[config.mk]
export PLATFORM = sky130hd
export DESIGN_NAME = wis_frame_align_los
export DESIGN_NICKNAME = d
export VERILOG_FILES = /design/src/wis_frame_run_tracker.sv /design/src/wis_frame_align_los.sv
export SDC_FILE = /design/constraint.sdc
export NUM_CORES = 1
export LEC_CHECK = 0
export ABC_AREA = 1
export BUFFER_PORTS_ARGS = -buffer_cell sky130_fd_sc_hd__buf_2
export CORE_UTILIZATION = 42
export CTS_CLUSTER_DIAMETER = 200
export DETAILED_ROUTE_END_ITERATION = 7
export GPL_ROUTABILITY_DRIVEN = 0
export PLACE_DENSITY = 0.69
export SYNTH_ARGS = -nofsm -noshare
export SYNTH_HDL_FRONTEND = slang
export SYNTH_HIERARCHICAL = 1
export SYNTH_SLANG_ARGS = --single-unit
export TNS_END_PERCENT = 1
[constraint.sdc]
create_clock -name clk -period 6.75 [get_ports clk]
set_input_delay 2.025 -clock clk [delete_from_list [all_inputs] [get_ports clk]]
set_output_delay 2.025 -clock clk [all_outputs]
set_load 0.05 [all_outputs]
[src/wis_frame_run_tracker.sv]
// Framing constants package and the receive A1/A2 run tracker
// Behaviour
// - Every transmit A1 slot takes the first octet field, every A2 the second.
// - Delineation matches A1 as 0xf6 and A2 as 0x28.
// - Receive aligner finds frame boundaries using a primary and secondary state machine.
// - Sync width f 0..16, default 2; 0 is A1 plus A2 nibble, 1 is A1A1A2.
// - Hunt pattern is i consecutive A1s, 1 to 16, default 4.
// - Presync is j A1s then k A2s, default 16; j 0 acts 1; 17..31 act 16.
// - Sync entry and exit counts 1..15, default 4; zero acts as one.
// - Framing settings live in two control registers, rewritable at any time.
// - Signal loss status latches high; second read shows current condition.
// - A signal loss event sets a pending bit held until software reads it or writes one to it.
// - Pending bit drives interrupt A or B through separate mask bits.
// - Signal loss detection uses no hysteresis; software qualifies it.
// - With RDI enable and signal loss, outgoing K2 carries the RDI code.
// - With AIS enable and signal loss, raise AIS-L and send all-ones payload.
// - After reset the framer is out of frame with SEF and LOF active.
// - Sync state entered after entry count plus one consecutive boundaries.
package wis_frame_pkg;
   // Framing octets for delineation
   // fixed receive octets, transmit octet reset values
   localparam logic [7:0] RX_A1 = 8'hf6;
   localparam logic [7:0] RX_A2 = 8'h28;
   localparam logic [7:0] TX_FIRST_FRAMING_OCTET_RST = 8'hf6;
   localparam logic [7:0] TX_SECOND_FRAMING_OCTET_RST = 8'h28;
   // Pattern and count fields
   localparam int PAT_W = 5;
   localparam int CNT_W = 4;
   localparam logic [4:0] PAT_MAX = 5'h10;
   localparam logic [4:0] F_RST = 5'h02;
   localparam logic [4:0] HUNT_RST = 5'h04;
   localparam logic [4:0] J_RST = 5'h10;
   localparam logic [4:0] K_RST = 5'h10;
   localparam logic [3:0] ENTRY_RST = 4'h4;
   localparam logic [3:0] EXIT_RST = 4'h4;
   // Register byte addresses
   localparam logic [7:0] ADDR_CTRL_ONE = 8'h00;
   localparam logic [7:0] ADDR_CTRL_TWO = 8'h04;
   localparam logic [7:0] ADDR_TX_OCTETS = 8'h08;
   localparam logic [7:0] ADDR_STATUS = 8'h0c;
   localparam logic [7:0] ADDR_PENDING = 8'h10;
   localparam logic [7:0] ADDR_MASK = 8'h14;
   localparam logic [7:0] ADDR_ACTION = 8'h18;
   // Field positions
   localparam int F_LSB = 0;
   localparam int HUNT_LSB = 8;
   localparam int J_LSB = 0;
   localparam int K_LSB = 8;
   localparam int ENTRY_LSB = 16;
   localparam int EXIT_LSB = 24;
   localparam int TXA1_LSB = 0;
   localparam int TXA2_LSB = 8;
   localparam int ST_LOS_BIT = 0;
   localparam int ST_SEF_BIT = 1;
   localparam int ST_LOF_BIT = 2;
   localparam int ST_AIS_BIT = 3;
   localparam int ST_SYNC_BIT = 4;
   localparam int EV_LOS_BIT = 0;
   localparam int EV_SEF_BIT = 1;
   localparam int EV_W = 2;
   localparam int MASK_A_LSB = 0;
   localparam int MASK_B_LSB = 8;
   localparam int ACT_RDI_BIT = 0;
   localparam int ACT_AIS_BIT = 1;
   // K2 line RDI code in the low bits
   localparam logic [2:0] K2_RDI = 3'b110;
   localparam logic [7:0] ALL_ONES = 8'hff;
   // Octets per frame
   localparam int FRAME_OCTETS_DEF = 155520;
   typedef enum logic [1:0] {SLOT_DATA, SLOT_A1, SLOT_A2, SLOT_K2} tx_slot_t;
   typedef enum logic [1:0] {ST_HUNT, ST_PRESYNC, ST_SYNC} frm_state_t;
   typedef enum logic {SEC_SEEK, SEC_LOCKED} sec_state_t;
endpackage

module wis_frame_run_tracker (
   input wire logic clk,               // Word clock
   input wire logic rst,               // Async reset
   input wire logic [7:0] octet,       // Receive octet
   input wire logic valid,             // Octet strobe
   output logic is_a1,                 // Octet is A1
   output logic a2_in_run,             // A2 following A1s
   output logic nib_first,             // First A2 slot, high nibble matches
   output logic [4:0] a1_run,          // A1s seen before this octet
   output logic [4:0] a1_prev,         // A1s ahead of the A2 run
   output logic [4:0] a2_idx           // Index within the A2 run
);
   logic [4:0] run_q, run_d, prev_q, prev_d, a2cnt_q, a2cnt_d;

   // Classify current octet against history
   always_comb
   begin
      is_a1 = (octet == wis_frame_pkg::RX_A1);
      a2_in_run = (octet == wis_frame_pkg::RX_A2) && ((a2cnt_q != 5'h00) || (run_q != 5'h00));
      nib_first = (octet[7:4] == wis_frame_pkg::RX_A2[7:4]) && (a2cnt_q == 5'h00)
         && (run_q != 5'h00);
      a1_run = run_q;
      a1_prev = (a2cnt_q == 5'h00) ? run_q : prev_q;
      a2_idx = a2cnt_q;
   end

   // Next run counts, saturating at the widest pattern
   always_comb
   begin
      run_d = run_q;
      prev_d = prev_q;
      a2cnt_d = a2cnt_q;
      if (valid)
      begin
         if (is_a1)
         begin
            run_d = (run_q == wis_frame_pkg::PAT_MAX) ? run_q : run_q + 5'h01;
            a2cnt_d = 5'h00;
         end
         else if (a2_in_run)
         begin
            if (a2cnt_q == 5'h00)
               prev_d = run_q;
            a2cnt_d = (a2cnt_q == wis_frame_pkg::PAT_MAX) ? a2cnt_q : a2cnt_q + 5'h01;
            run_d = 5'h00;
         end
         else
         begin
            run_d = 5'h00;
            prev_d = 5'h00;
            a2cnt_d = 5'h00;
         end
      end
   end

   // Run registers
   always_ff @(posedge clk or posedge rst)
   begin
      if (rst)
      begin
         run_q <= 5'h00;
         prev_q <= 5'h00;
         a2cnt_q <= 5'h00;
      end
      else
      begin
         run_q <= run_d;
         prev_q <= prev_d;
         a2cnt_q <= a2cnt_d;
      end
   end
endmodule

[src/wis_frame_align_los.sv]
// Framing octet insertion, receive frame aligner and signal loss alarms
module wis_frame_align_los #(
   parameter int FRAME_OCTETS = wis_frame_pkg::FRAME_OCTETS_DEF
) (
   input wire logic clk,               // Word clock, 125 MHz
   input wire logic rst,               // Async reset, active high
   input wire logic psel,              // APB select
   input wire logic penable,           // APB access phase
   input wire logic pwrite,            // APB write
   input wire logic [7:0] paddr,       // APB byte address
   input wire logic [31:0] pwdata,     // APB write data
   output logic [31:0] prdata,         // APB read data
   output logic pready,                // APB ready
   output logic pslverr,               // APB error, unmapped address
   input wire logic [7:0] tx_in_octet, // Transmit octet in
   input wire logic [1:0] tx_in_slot,  // Slot kind of that octet
   input wire logic tx_in_valid,       // Transmit strobe
   output logic [7:0] tx_out_octet,    // Transmit octet out
   output logic tx_out_valid,          // Transmit out strobe
   input wire logic [7:0] rx_in_octet, // Receive octet from PMA
   input wire logic rx_in_valid,       // Receive strobe
   output logic [7:0] rx_out_octet,    // Delivered receive octet
   output logic rx_out_valid,          // Delivered strobe
   output logic rx_frame_start,        // Pulse at first A2 of a frame
   input wire logic signal_loss_in,    // Loss of signal detect
   output logic sef_alarm,             // Severely errored frame
   output logic lof_alarm,             // Loss of frame
   output logic ais_l_alarm,           // AIS-L forced
   output logic in_sync,               // Aligner in sync
   output logic wan_irq_a,             // Interrupt A, level
   output logic wan_irq_b              // Interrupt B, level
);
   localparam int POS_W = $clog2(FRAME_OCTETS);

   // Frame must hold every pattern
   if (FRAME_OCTETS < 64)
      $error("FRAME_OCTETS too small");

   logic [31:0] ctrl_one_q, ctrl_one_d, ctrl_two_q, ctrl_two_d, tx_oct_q, tx_oct_d;
   logic [wis_frame_pkg::EV_W-1:0] pend_q, pend_d, ev_set, mask_a_q, mask_b_q;
   logic [wis_frame_pkg::EV_W-1:0] mask_a_d, mask_b_d;
   logic rdi_en_q, rdi_en_d, ais_en_q, ais_en_d;
   logic los_lat_q, los_lat_d, sef_lat_q, sef_lat_d, lof_lat_q, lof_lat_d;
   logic los_prev_q, oof_prev_q;
   logic [31:0] prdata_q, prdata_d, rd_mux;
   logic wr_en, rd_setup, rd_done, addr_ok;
   logic [4:0] f_raw, i_raw, j_raw, k_raw, f_eff, i_eff, j_eff, k_eff, sx, sy, chk_off;
   logic [3:0] entry_eff, exit_eff;
   logic is_a1, a2_in_run, nib_first;
   logic [4:0] a1_run, a1_prev, a2_idx;
   logic hunt_hit, presync_hit, sync_hit;
   wis_frame_pkg::frm_state_t state_q, state_d;
   wis_frame_pkg::sec_state_t sec_q, sec_d;
   logic [POS_W-1:0] pos_q, pos_d;
   logic [4:0] cnt_q, cnt_d;
   logic [7:0] tx_q, tx_d, rx_q, rx_d;
   logic tx_v_q, rx_v_q, fs_q, fs_d;

   // Pattern match: x A1s then y A2s, y zero means nibble only
   function automatic logic pat_match(input logic [4:0] x, input logic [4:0] y,
      input logic nib, input logic a2, input logic [4:0] prev, input logic [4:0] idx);
      logic hit;
      hit = 1'b0;
      if (y == 5'h00)
         hit = nib && (prev >= x);
      else
         hit = a2 && (idx == y - 5'h01) && (prev >= x);
      return hit;
   endfunction

   // Octet run tracking for the receive stream
   wis_frame_run_tracker u_tracker (
      .clk(clk),
      .rst(rst),
      .octet(rx_in_octet),
      .valid(rx_in_valid),
      .is_a1(is_a1),
      .a2_in_run(a2_in_run),
      .nib_first(nib_first),
      .a1_run(a1_run),
      .a1_prev(a1_prev),
      .a2_idx(a2_idx)
   );

   // Bus phase decode
   assign wr_en = psel && penable && pwrite;
   assign rd_setup = psel && !penable && !pwrite;
   assign rd_done = psel && penable && !pwrite;
   assign pready = 1'b1;
   assign pslverr = psel && penable && !addr_ok;
   assign prdata = prdata_q;

   // Effective framing settings with clamping
   always_comb
   begin
      f_raw = ctrl_one_q[wis_frame_pkg::F_LSB +: wis_frame_pkg::PAT_W];
      i_raw = ctrl_one_q[wis_frame_pkg::HUNT_LSB +: wis_frame_pkg::PAT_W];
      j_raw = ctrl_two_q[wis_frame_pkg::J_LSB +: wis_frame_pkg::PAT_W];
      k_raw = ctrl_two_q[wis_frame_pkg::K_LSB +: wis_frame_pkg::PAT_W];
      f_eff = (f_raw > wis_frame_pkg::PAT_MAX) ? wis_frame_pkg::PAT_MAX : f_raw;
      i_eff = (i_raw > wis_frame_pkg::PAT_MAX) ? wis_frame_pkg::PAT_MAX : i_raw;
      if (i_eff == 5'h00)
         i_eff = 5'h01;
      j_eff = (j_raw > wis_frame_pkg::PAT_MAX) ? wis_frame_pkg::PAT_MAX : j_raw;
      if (j_eff == 5'h00)
         j_eff = 5'h01;
      k_eff = (k_raw > wis_frame_pkg::PAT_MAX) ? wis_frame_pkg::PAT_MAX : k_raw;
      entry_eff = ctrl_two_q[wis_frame_pkg::ENTRY_LSB +: wis_frame_pkg::CNT_W];
      if (entry_eff == 4'h0)
         entry_eff = 4'h1;
      exit_eff = ctrl_two_q[wis_frame_pkg::EXIT_LSB +: wis_frame_pkg::CNT_W];
      if (exit_eff == 4'h0)
         exit_eff = 4'h1;
      // sync pattern shapes for widths 0 and 1
      sx = f_eff;
      sy = f_eff;
      if (f_eff == 5'h00)
         sx = 5'h01;
      else if (f_eff == 5'h01)
         sx = 5'h02;
      chk_off = (sy == 5'h00) ? 5'h00 : sy - 5'h01;
      hunt_hit = is_a1 && (({1'b0, a1_run} + 6'h01) >= {1'b0, i_eff});
      // presync j A1s then k A2s
      presync_hit = pat_match(j_eff, k_eff, nib_first, a2_in_run, a1_prev, a2_idx);
      sync_hit = pat_match(sx, sy, nib_first, a2_in_run, a1_prev, a2_idx);
   end

   always_comb
   begin
      state_d = state_q;
      sec_d = sec_q;
      cnt_d = cnt_q;
      pos_d = pos_q;
      fs_d = 1'b0;
      if (rx_in_valid)
      begin
         pos_d = (pos_q == POS_W'(FRAME_OCTETS - 1)) ? '0 : pos_q + 1'b1;
         fs_d = (sec_q == wis_frame_pkg::SEC_LOCKED) && (pos_q == '0);
         case (state_q)
            wis_frame_pkg::ST_HUNT:
            begin
               sec_d = wis_frame_pkg::SEC_SEEK;
               cnt_d = 5'h00;
               if (hunt_hit)
                  state_d = wis_frame_pkg::ST_PRESYNC;
            end
            wis_frame_pkg::ST_PRESYNC:
            begin
               if (sec_q == wis_frame_pkg::SEC_SEEK)
               begin
                  if (presync_hit)
                  begin
                     // First boundary fixes the octet position
                     sec_d = wis_frame_pkg::SEC_LOCKED;
                     pos_d = POS_W'((k_eff == 5'h00) ? 5'h01 : k_eff);
                     cnt_d = 5'h01;
                  end
                  else if (!is_a1 && !a2_in_run && !nib_first)
                     state_d = wis_frame_pkg::ST_HUNT;
               end
               else if (pos_q == POS_W'(chk_off))
               begin
                  if (!sync_hit)
                     state_d = wis_frame_pkg::ST_HUNT;
                  else if (cnt_q >= {1'b0, entry_eff})
                  begin
                     state_d = wis_frame_pkg::ST_SYNC;
                     cnt_d = 5'h00;
                  end
                  else
                     cnt_d = cnt_q + 5'h01;
               end
            end
            wis_frame_pkg::ST_SYNC:
            begin
               if (pos_q == POS_W'(chk_off))
               begin
                  if (sync_hit)
                     cnt_d = 5'h00;
                  else if ((cnt_q + 5'h01) >= {1'b0, exit_eff})
                     state_d = wis_frame_pkg::ST_HUNT;
                  else
                     cnt_d = cnt_q + 5'h01;
               end
            end
            default:
               state_d = wis_frame_pkg::ST_HUNT;
         endcase
         if (state_d == wis_frame_pkg::ST_HUNT && state_q != wis_frame_pkg::ST_HUNT)
         begin
            sec_d = wis_frame_pkg::SEC_SEEK;
            cnt_d = 5'h00;
         end
      end
   end

   always_ff @(posedge clk or posedge rst)
   begin
      if (rst)
      begin
         state_q <= wis_frame_pkg::ST_HUNT;
         sec_q <= wis_frame_pkg::SEC_SEEK;
         cnt_q <= 5'h00;
         pos_q <= '0;
         fs_q <= 1'b0;
      end
      else
      begin
         state_q <= state_d;
         sec_q <= sec_d;
         cnt_q <= cnt_d;
         pos_q <= pos_d;
         fs_q <= fs_d;
      end
   end

   assign in_sync = (state_q == wis_frame_pkg::ST_SYNC);
   assign rx_frame_start = fs_q;

   // Read mux and address decode
   always_comb
   begin
      addr_ok = 1'b1;
      rd_mux = 32'h0000_0000;
      case (paddr)
         wis_frame_pkg::ADDR_CTRL_ONE: rd_mux = ctrl_one_q;
         wis_frame_pkg::ADDR_CTRL_TWO: rd_mux = ctrl_two_q;
         wis_frame_pkg::ADDR_TX_OCTETS: rd_mux = tx_oct_q;
         wis_frame_pkg::ADDR_STATUS:
         begin
            rd_mux[wis_frame_pkg::ST_LOS_BIT] = los_lat_q;
            rd_mux[wis_frame_pkg::ST_SEF_BIT] = sef_lat_q;
            rd_mux[wis_frame_pkg::ST_LOF_BIT] = lof_lat_q;
            rd_mux[wis_frame_pkg::ST_AIS_BIT] = ais_l_alarm;
            rd_mux[wis_frame_pkg::ST_SYNC_BIT] = in_sync;
         end
         wis_frame_pkg::ADDR_PENDING: rd_mux[wis_frame_pkg::EV_W-1:0] = pend_q;
         wis_frame_pkg::ADDR_MASK:
         begin
            rd_mux[wis_frame_pkg::MASK_A_LSB +: wis_frame_pkg::EV_W] = mask_a_q;
            rd_mux[wis_frame_pkg::MASK_B_LSB +: wis_frame_pkg::EV_W] = mask_b_q;
         end
         wis_frame_pkg::ADDR_ACTION:
         begin
            rd_mux[wis_frame_pkg::ACT_RDI_BIT] = rdi_en_q;
            rd_mux[wis_frame_pkg::ACT_AIS_BIT] = ais_en_q;
         end
         default: addr_ok = 1'b0;
      endcase
   end

   // Register writes, latches and pending bits; set beats clear
   always_comb
   begin
      ctrl_one_d = ctrl_one_q;
      ctrl_two_d = ctrl_two_q;
      tx_oct_d = tx_oct_q;
      mask_a_d = mask_a_q;
      mask_b_d = mask_b_q;
      rdi_en_d = rdi_en_q;
      ais_en_d = ais_en_q;
      prdata_d = rd_setup ? rd_mux : prdata_q;
      if (wr_en && paddr == wis_frame_pkg::ADDR_CTRL_ONE)
         ctrl_one_d = pwdata;
      if (wr_en && paddr == wis_frame_pkg::ADDR_CTRL_TWO)
         ctrl_two_d = pwdata;
      if (wr_en && paddr == wis_frame_pkg::ADDR_TX_OCTETS)
         tx_oct_d = pwdata;
      if (wr_en && paddr == wis_frame_pkg::ADDR_MASK)
      begin
         mask_a_d = pwdata[wis_frame_pkg::MASK_A_LSB +: wis_frame_pkg::EV_W];
         mask_b_d = pwdata[wis_frame_pkg::MASK_B_LSB +: wis_frame_pkg::EV_W];
      end
      if (wr_en && paddr == wis_frame_pkg::ADDR_ACTION)
      begin
         rdi_en_d = pwdata[wis_frame_pkg::ACT_RDI_BIT];
         ais_en_d = pwdata[wis_frame_pkg::ACT_AIS_BIT];
      end
      // latch high, read clears only what was shown
      los_lat_d = signal_loss_in || (los_lat_q && !(rd_done && paddr == wis_frame_pkg::ADDR_STATUS
         && prdata_q[wis_frame_pkg::ST_LOS_BIT]));
      sef_lat_d = !in_sync || (sef_lat_q && !(rd_done && paddr == wis_frame_pkg::ADDR_STATUS
         && prdata_q[wis_frame_pkg::ST_SEF_BIT]));
      lof_lat_d = !in_sync || (lof_lat_q && !(rd_done && paddr == wis_frame_pkg::ADDR_STATUS
         && prdata_q[wis_frame_pkg::ST_LOF_BIT]));
      // pending set on event, cleared by read or write-one
      ev_set = '0;
      ev_set[wis_frame_pkg::EV_LOS_BIT] = signal_loss_in && !los_prev_q;
      ev_set[wis_frame_pkg::EV_SEF_BIT] = !in_sync && !oof_prev_q;
      pend_d = pend_q;
      if (rd_done && paddr == wis_frame_pkg::ADDR_PENDING)
         pend_d = pend_q & ~prdata_q[wis_frame_pkg::EV_W-1:0];
      if (wr_en && paddr == wis_frame_pkg::ADDR_PENDING)
         pend_d = pend_d & ~pwdata[wis_frame_pkg::EV_W-1:0];
      pend_d = pend_d | ev_set;
   end

   // Register file and alarm latches
   always_ff @(posedge clk or posedge rst)
   begin
      if (rst)
      begin
         // Settings come up at their defaults
         ctrl_one_q <= {19'h0_0000, wis_frame_pkg::HUNT_RST, 3'h0, wis_frame_pkg::F_RST};
         ctrl_two_q <= {4'h0, wis_frame_pkg::EXIT_RST, 4'h0, wis_frame_pkg::ENTRY_RST,
            3'h0, wis_frame_pkg::K_RST, 3'h0, wis_frame_pkg::J_RST};
         tx_oct_q <= {16'h0000, wis_frame_pkg::TX_SECOND_FRAMING_OCTET_RST, wis_frame_pkg::TX_FIRST_FRAMING_OCTET_RST};
         mask_a_q <= '0;
         mask_b_q <= '0;
         rdi_en_q <= 1'b0;
         ais_en_q <= 1'b0;
         prdata_q <= 32'h0000_0000;
         los_lat_q <= 1'b0;
         sef_lat_q <= 1'b1;
         lof_lat_q <= 1'b1;
         pend_q <= '0;
         los_prev_q <= 1'b0;
         oof_prev_q <= 1'b1;
      end
      else
      begin
         ctrl_one_q <= ctrl_one_d;
         ctrl_two_q <= ctrl_two_d;
         tx_oct_q <= tx_oct_d;
         mask_a_q <= mask_a_d;
         mask_b_q <= mask_b_d;
         rdi_en_q <= rdi_en_d;
         ais_en_q <= ais_en_d;
         prdata_q <= prdata_d;
         los_lat_q <= los_lat_d;
         sef_lat_q <= sef_lat_d;
         lof_lat_q <= lof_lat_d;
         pend_q <= pend_d;
         los_prev_q <= signal_loss_in;
         oof_prev_q <= !in_sync;
      end
   end

   assign wan_irq_a = |(pend_q & mask_a_q);
   assign wan_irq_b = |(pend_q & mask_b_q);
   // alarms active while out of frame
   assign sef_alarm = !in_sync;
   assign lof_alarm = !in_sync;
   // AIS-L on signal loss when enabled
   assign ais_l_alarm = ais_en_q && signal_loss_in;

   // Datapath next values, transmit and receive
   always_comb
   begin
      tx_d = tx_in_octet;
      case (tx_in_slot)
         wis_frame_pkg::SLOT_A1: tx_d = tx_oct_q[wis_frame_pkg::TXA1_LSB +: 8];
         wis_frame_pkg::SLOT_A2: tx_d = tx_oct_q[wis_frame_pkg::TXA2_LSB +: 8];
         wis_frame_pkg::SLOT_K2:
         begin
            // RDI code in low K2 bits
            if (rdi_en_q && signal_loss_in)
               tx_d = {tx_in_octet[7:3], wis_frame_pkg::K2_RDI};
         end
         default: tx_d = tx_in_octet;
      endcase
      rx_d = ais_l_alarm ? wis_frame_pkg::ALL_ONES : rx_in_octet;
   end

   // Datapath registers
   always_ff @(posedge clk or posedge rst)
   begin
      if (rst)
      begin
         tx_q <= 8'h00;
         rx_q <= 8'h00;
         tx_v_q <= 1'b0;
         rx_v_q <= 1'b0;
      end
      else
      begin
         tx_q <= tx_in_valid ? tx_d : tx_q;
         rx_q <= rx_in_valid ? rx_d : rx_q;
         tx_v_q <= tx_in_valid;
         rx_v_q <= rx_in_valid;
      end
   end

   assign tx_out_octet = tx_q;
   assign tx_out_valid = tx_v_q;
   assign rx_out_octet = rx_q;
   assign rx_out_valid = rx_v_q;
endmodule

==> summary.txt <==
post-CTS setup buffer count: 0
via/cell ratio: 5.23
post-route setup slack: 1.72 ns
busiest grt layer: met2
sw power: 0.000794 W
Die Width: 163 um
Die Ht: 163 um
Util after Layout: 49.4%
Max transition margin: 25.4%
final worst-path cycle share: 74.5%
antenna violation net count after detailed routing: 0
Logic pwr share: 11.7%
GRT Total Usage: 21.4%
Slew Limit Fails: 0
Mean Syn Cell Area: 7.91 um^2
Worst Hold Class: flip-flop to flip-flop
PwrDens: 234 nW/um^2
die area: 26600 um^2
number of synthesized flops with an enable pin: 0
Final HPWL DP: 19200 um
maximum capacitance violations: 0
final hold viol count: 0
Pleak: 6.08 nW
largest net degree at the start of global routing: 152
clock slew at reported path FFs: 0.06 ns
ANT cells: 0
Total Wirelength: 28000 um
drt pass-1 iters: 7
most instantiated cells after synthesis: nand2_1 (349), dfrtp_1 (184), o21ai_0 (170), inv_1 (169), nor2_1 (90)
Critical Path RT: 4.72 ns
count leader, synth: nand2_1
num rows: 58
r2r startpoint: ctrl_one_q[2]
Worst Min Path Start: los_prev_q
met1 Track Usage GR: 30.8%
RSZ-0062 raised after global routing: false
initial antenna violation count: 0
top-area cell type share of the netlist area: 42.3%
Yosys reg bits: 201
fillcell total: 2446
Worst VDD drop: 0.000177 V
Residual DRC: 0
Iter 0 DRT Violations: 892
multi-input logic area: 4910 um^2
Min-Delay Path Depth: 1
Synth cell types: 52
flop2flop setup slack: 2.94 ns
startpoint types: primary input
Initial Util: 43.0%
Cells after Synth: 1376
Area growth syn-to-layout: 15.1%
Reg area: 5050 um^2
DR WL/cell: 15.3 um
worst hold margin: 0.432 ns
first-pass GRT wire length: 45600 um
hold buffer count at CTS: 0
Layout Nets: 1582
warning count from the yosys run: 6
Num CTS Buffers: 23
GR Overflow Total: 0
PostCTS Resize Cnt: 0
endpoints failing setup: 0
register area share after synthesis: 46.4%
CTS tree: yes
dominant cell type by area after synthesis: dfrtp_1
Worst Hold End: pend_q[0]
Worst-Skew Late Latency: 0.53 ns
Reg power frac: 44.1%
R2R Path End: cnt_q[1]
Max Freq: 0.199 GHz
GR Util met2: 33.7%
maximum fanout along the worst path: 3
maximum clock path buffer count: 3
R2R depth: 24
Critical Path End Type: output port
clk sinks: 201
status: completed
ys flop type: dfrtp_1
H-Tree Depth: 1
met3 Track Usage GR: 3.39%
Port Buffers: 123
minimum clock period: 5.03 ns
clock power share: 44.2%
Async SR Flop Fraction: 100%
syn nets: 1480
measured slew at the worst slew-check pin: 1.12 ns
Cell Area, Synth: 10900 um^2
switching portion of total power: 27.2%
Pint: 0.00213 W
synth top area cells: dfrtp_1 (42%), nand2_1 (12%), o21ai_0 (7.8%), inv_1 (5.8%), ha_1 (4.4%)
vias in the first global route: 8866
CTS root buffer: clkbuf_16
WS Path Type: primary input to output port
setup tns final: 0 ns
I/O Pins: 125
WP data arrival: 3.00 ns
Clock Skews: 0.0166 ns
core box area: 25300 um^2
DP Worst Slack: 1.71 ns
fraction of layout cells with a size suffix above 1: 15.4%
vias: 9550
-- through the flow --
| step | std cells | cell area, um^2 | power [W] |
|---|---|---|---|
| floorplan | 1376 | 10900 | 0.00156 |
| detailed placement | 1783 | 11700 | 0.00165 |
| CTS | 1825 | 12500 | 0.00295 |
| finish | 1825 | 12500 | 0.00293 |
| global placement | 1783 | 11700 | 0.00165 |
| global route | 1825 | 12500 | 0.00306 |
-- layout make-up --
cell class | count | share of cell area (%)
multi-input combinational | 942 | 39.3
clock buffer | 34 | 5.41
sequential | 201 | 40.3
tap | 330 | 3.30
inverter | 182 | 5.51
clock inverter | 8 | 0.870
timing repair buffer | 128 | 5.32
-- state kept, by name (all words and copies together) (netlist names), 8 cells and up --
signal        count
rx_out_octet      8
prdata           32
tx_out_octet      8
tx_oct_q         32
ctrl_two_q       32
ctrl_one_q       32
pos_q            18
-- power by group through the flow --
| stage | Clock (W) | Sequential [W] | Combinational (W) |
|---|---|---|---|
| after floorplan | 0 | 0.00134 | 0.000220 |
| after global placement | 0 | 0.00131 | 0.000337 |
| after detailed placement | 0 | 0.00131 | 0.000344 |
| after CTS | 0.00132 | 0.00129 | 0.000346 |
| after global routing | 0.00137 | 0.00130 | 0.000388 |
| final | 0.00129 | 0.00129 | 0.000343 |
-- layer usage --
metal / part of all wire (%) / vias to the layer above
met3: 6.3 / 35
met5: 0 / -
met2: 45 / 298
met4: 1.8 / 0
li1: - / 4727
met1: 47 / 4490
-- critical path, cell delays in order --
cell      delay, ns
buf_2          0.10
or3_1          0.39
a311oi_1       0.22
nor2_1         0.06
buf_2          0.21
-- worst max path at each step --
stage	start	to	depth (start not counted)
4_1_cts	paddr[5]	pslverr	5
5_1_grt	paddr[5]	pslverr	5
3_3_place_gp	paddr[5]	pslverr	5
2_1_floorplan	paddr[1]	pslverr	3
6_report	paddr[5]	pslverr	5
3_5_place_dp	paddr[5]	ctrl_one_q[27]	7
-- cell families after synthesis --
group	after synthesis	synth area share, %
other cells	1	0.0345
xor+xnor	25	2.01
simple gates	583	23.2
fa+ha+maj	38	4.37
buf+inv	233	8.48
flops	201	46.4
compound gates	295	15.5
-- layout by cell type, fill, tap and decap left out, drive strengths merged, types with 4 or more instances in the layout --
| cell type | n |
|---|---|
| nor3 | 9 |
| or2 | 4 |
| nor2 | 96 |
| a22o | 7 |
| dfrtp | 184 |
| a21oi | 49 |
| clkbuf | 34 |
| nand3 | 77 |
| inv | 179 |
| o21bai | 5 |
| a221oi | 17 |
| nor4 | 5 |
| nand4 | 28 |
| a31oi | 4 |
| nand2 | 359 |
| xor2 | 23 |
| o21ai | 177 |
| buf | 128 |
| clkinv | 8 |
| o22ai | 24 |
| dfstp | 17 |
| ha | 38 |
No activity file was read; power rests on OpenSTA's default activity.
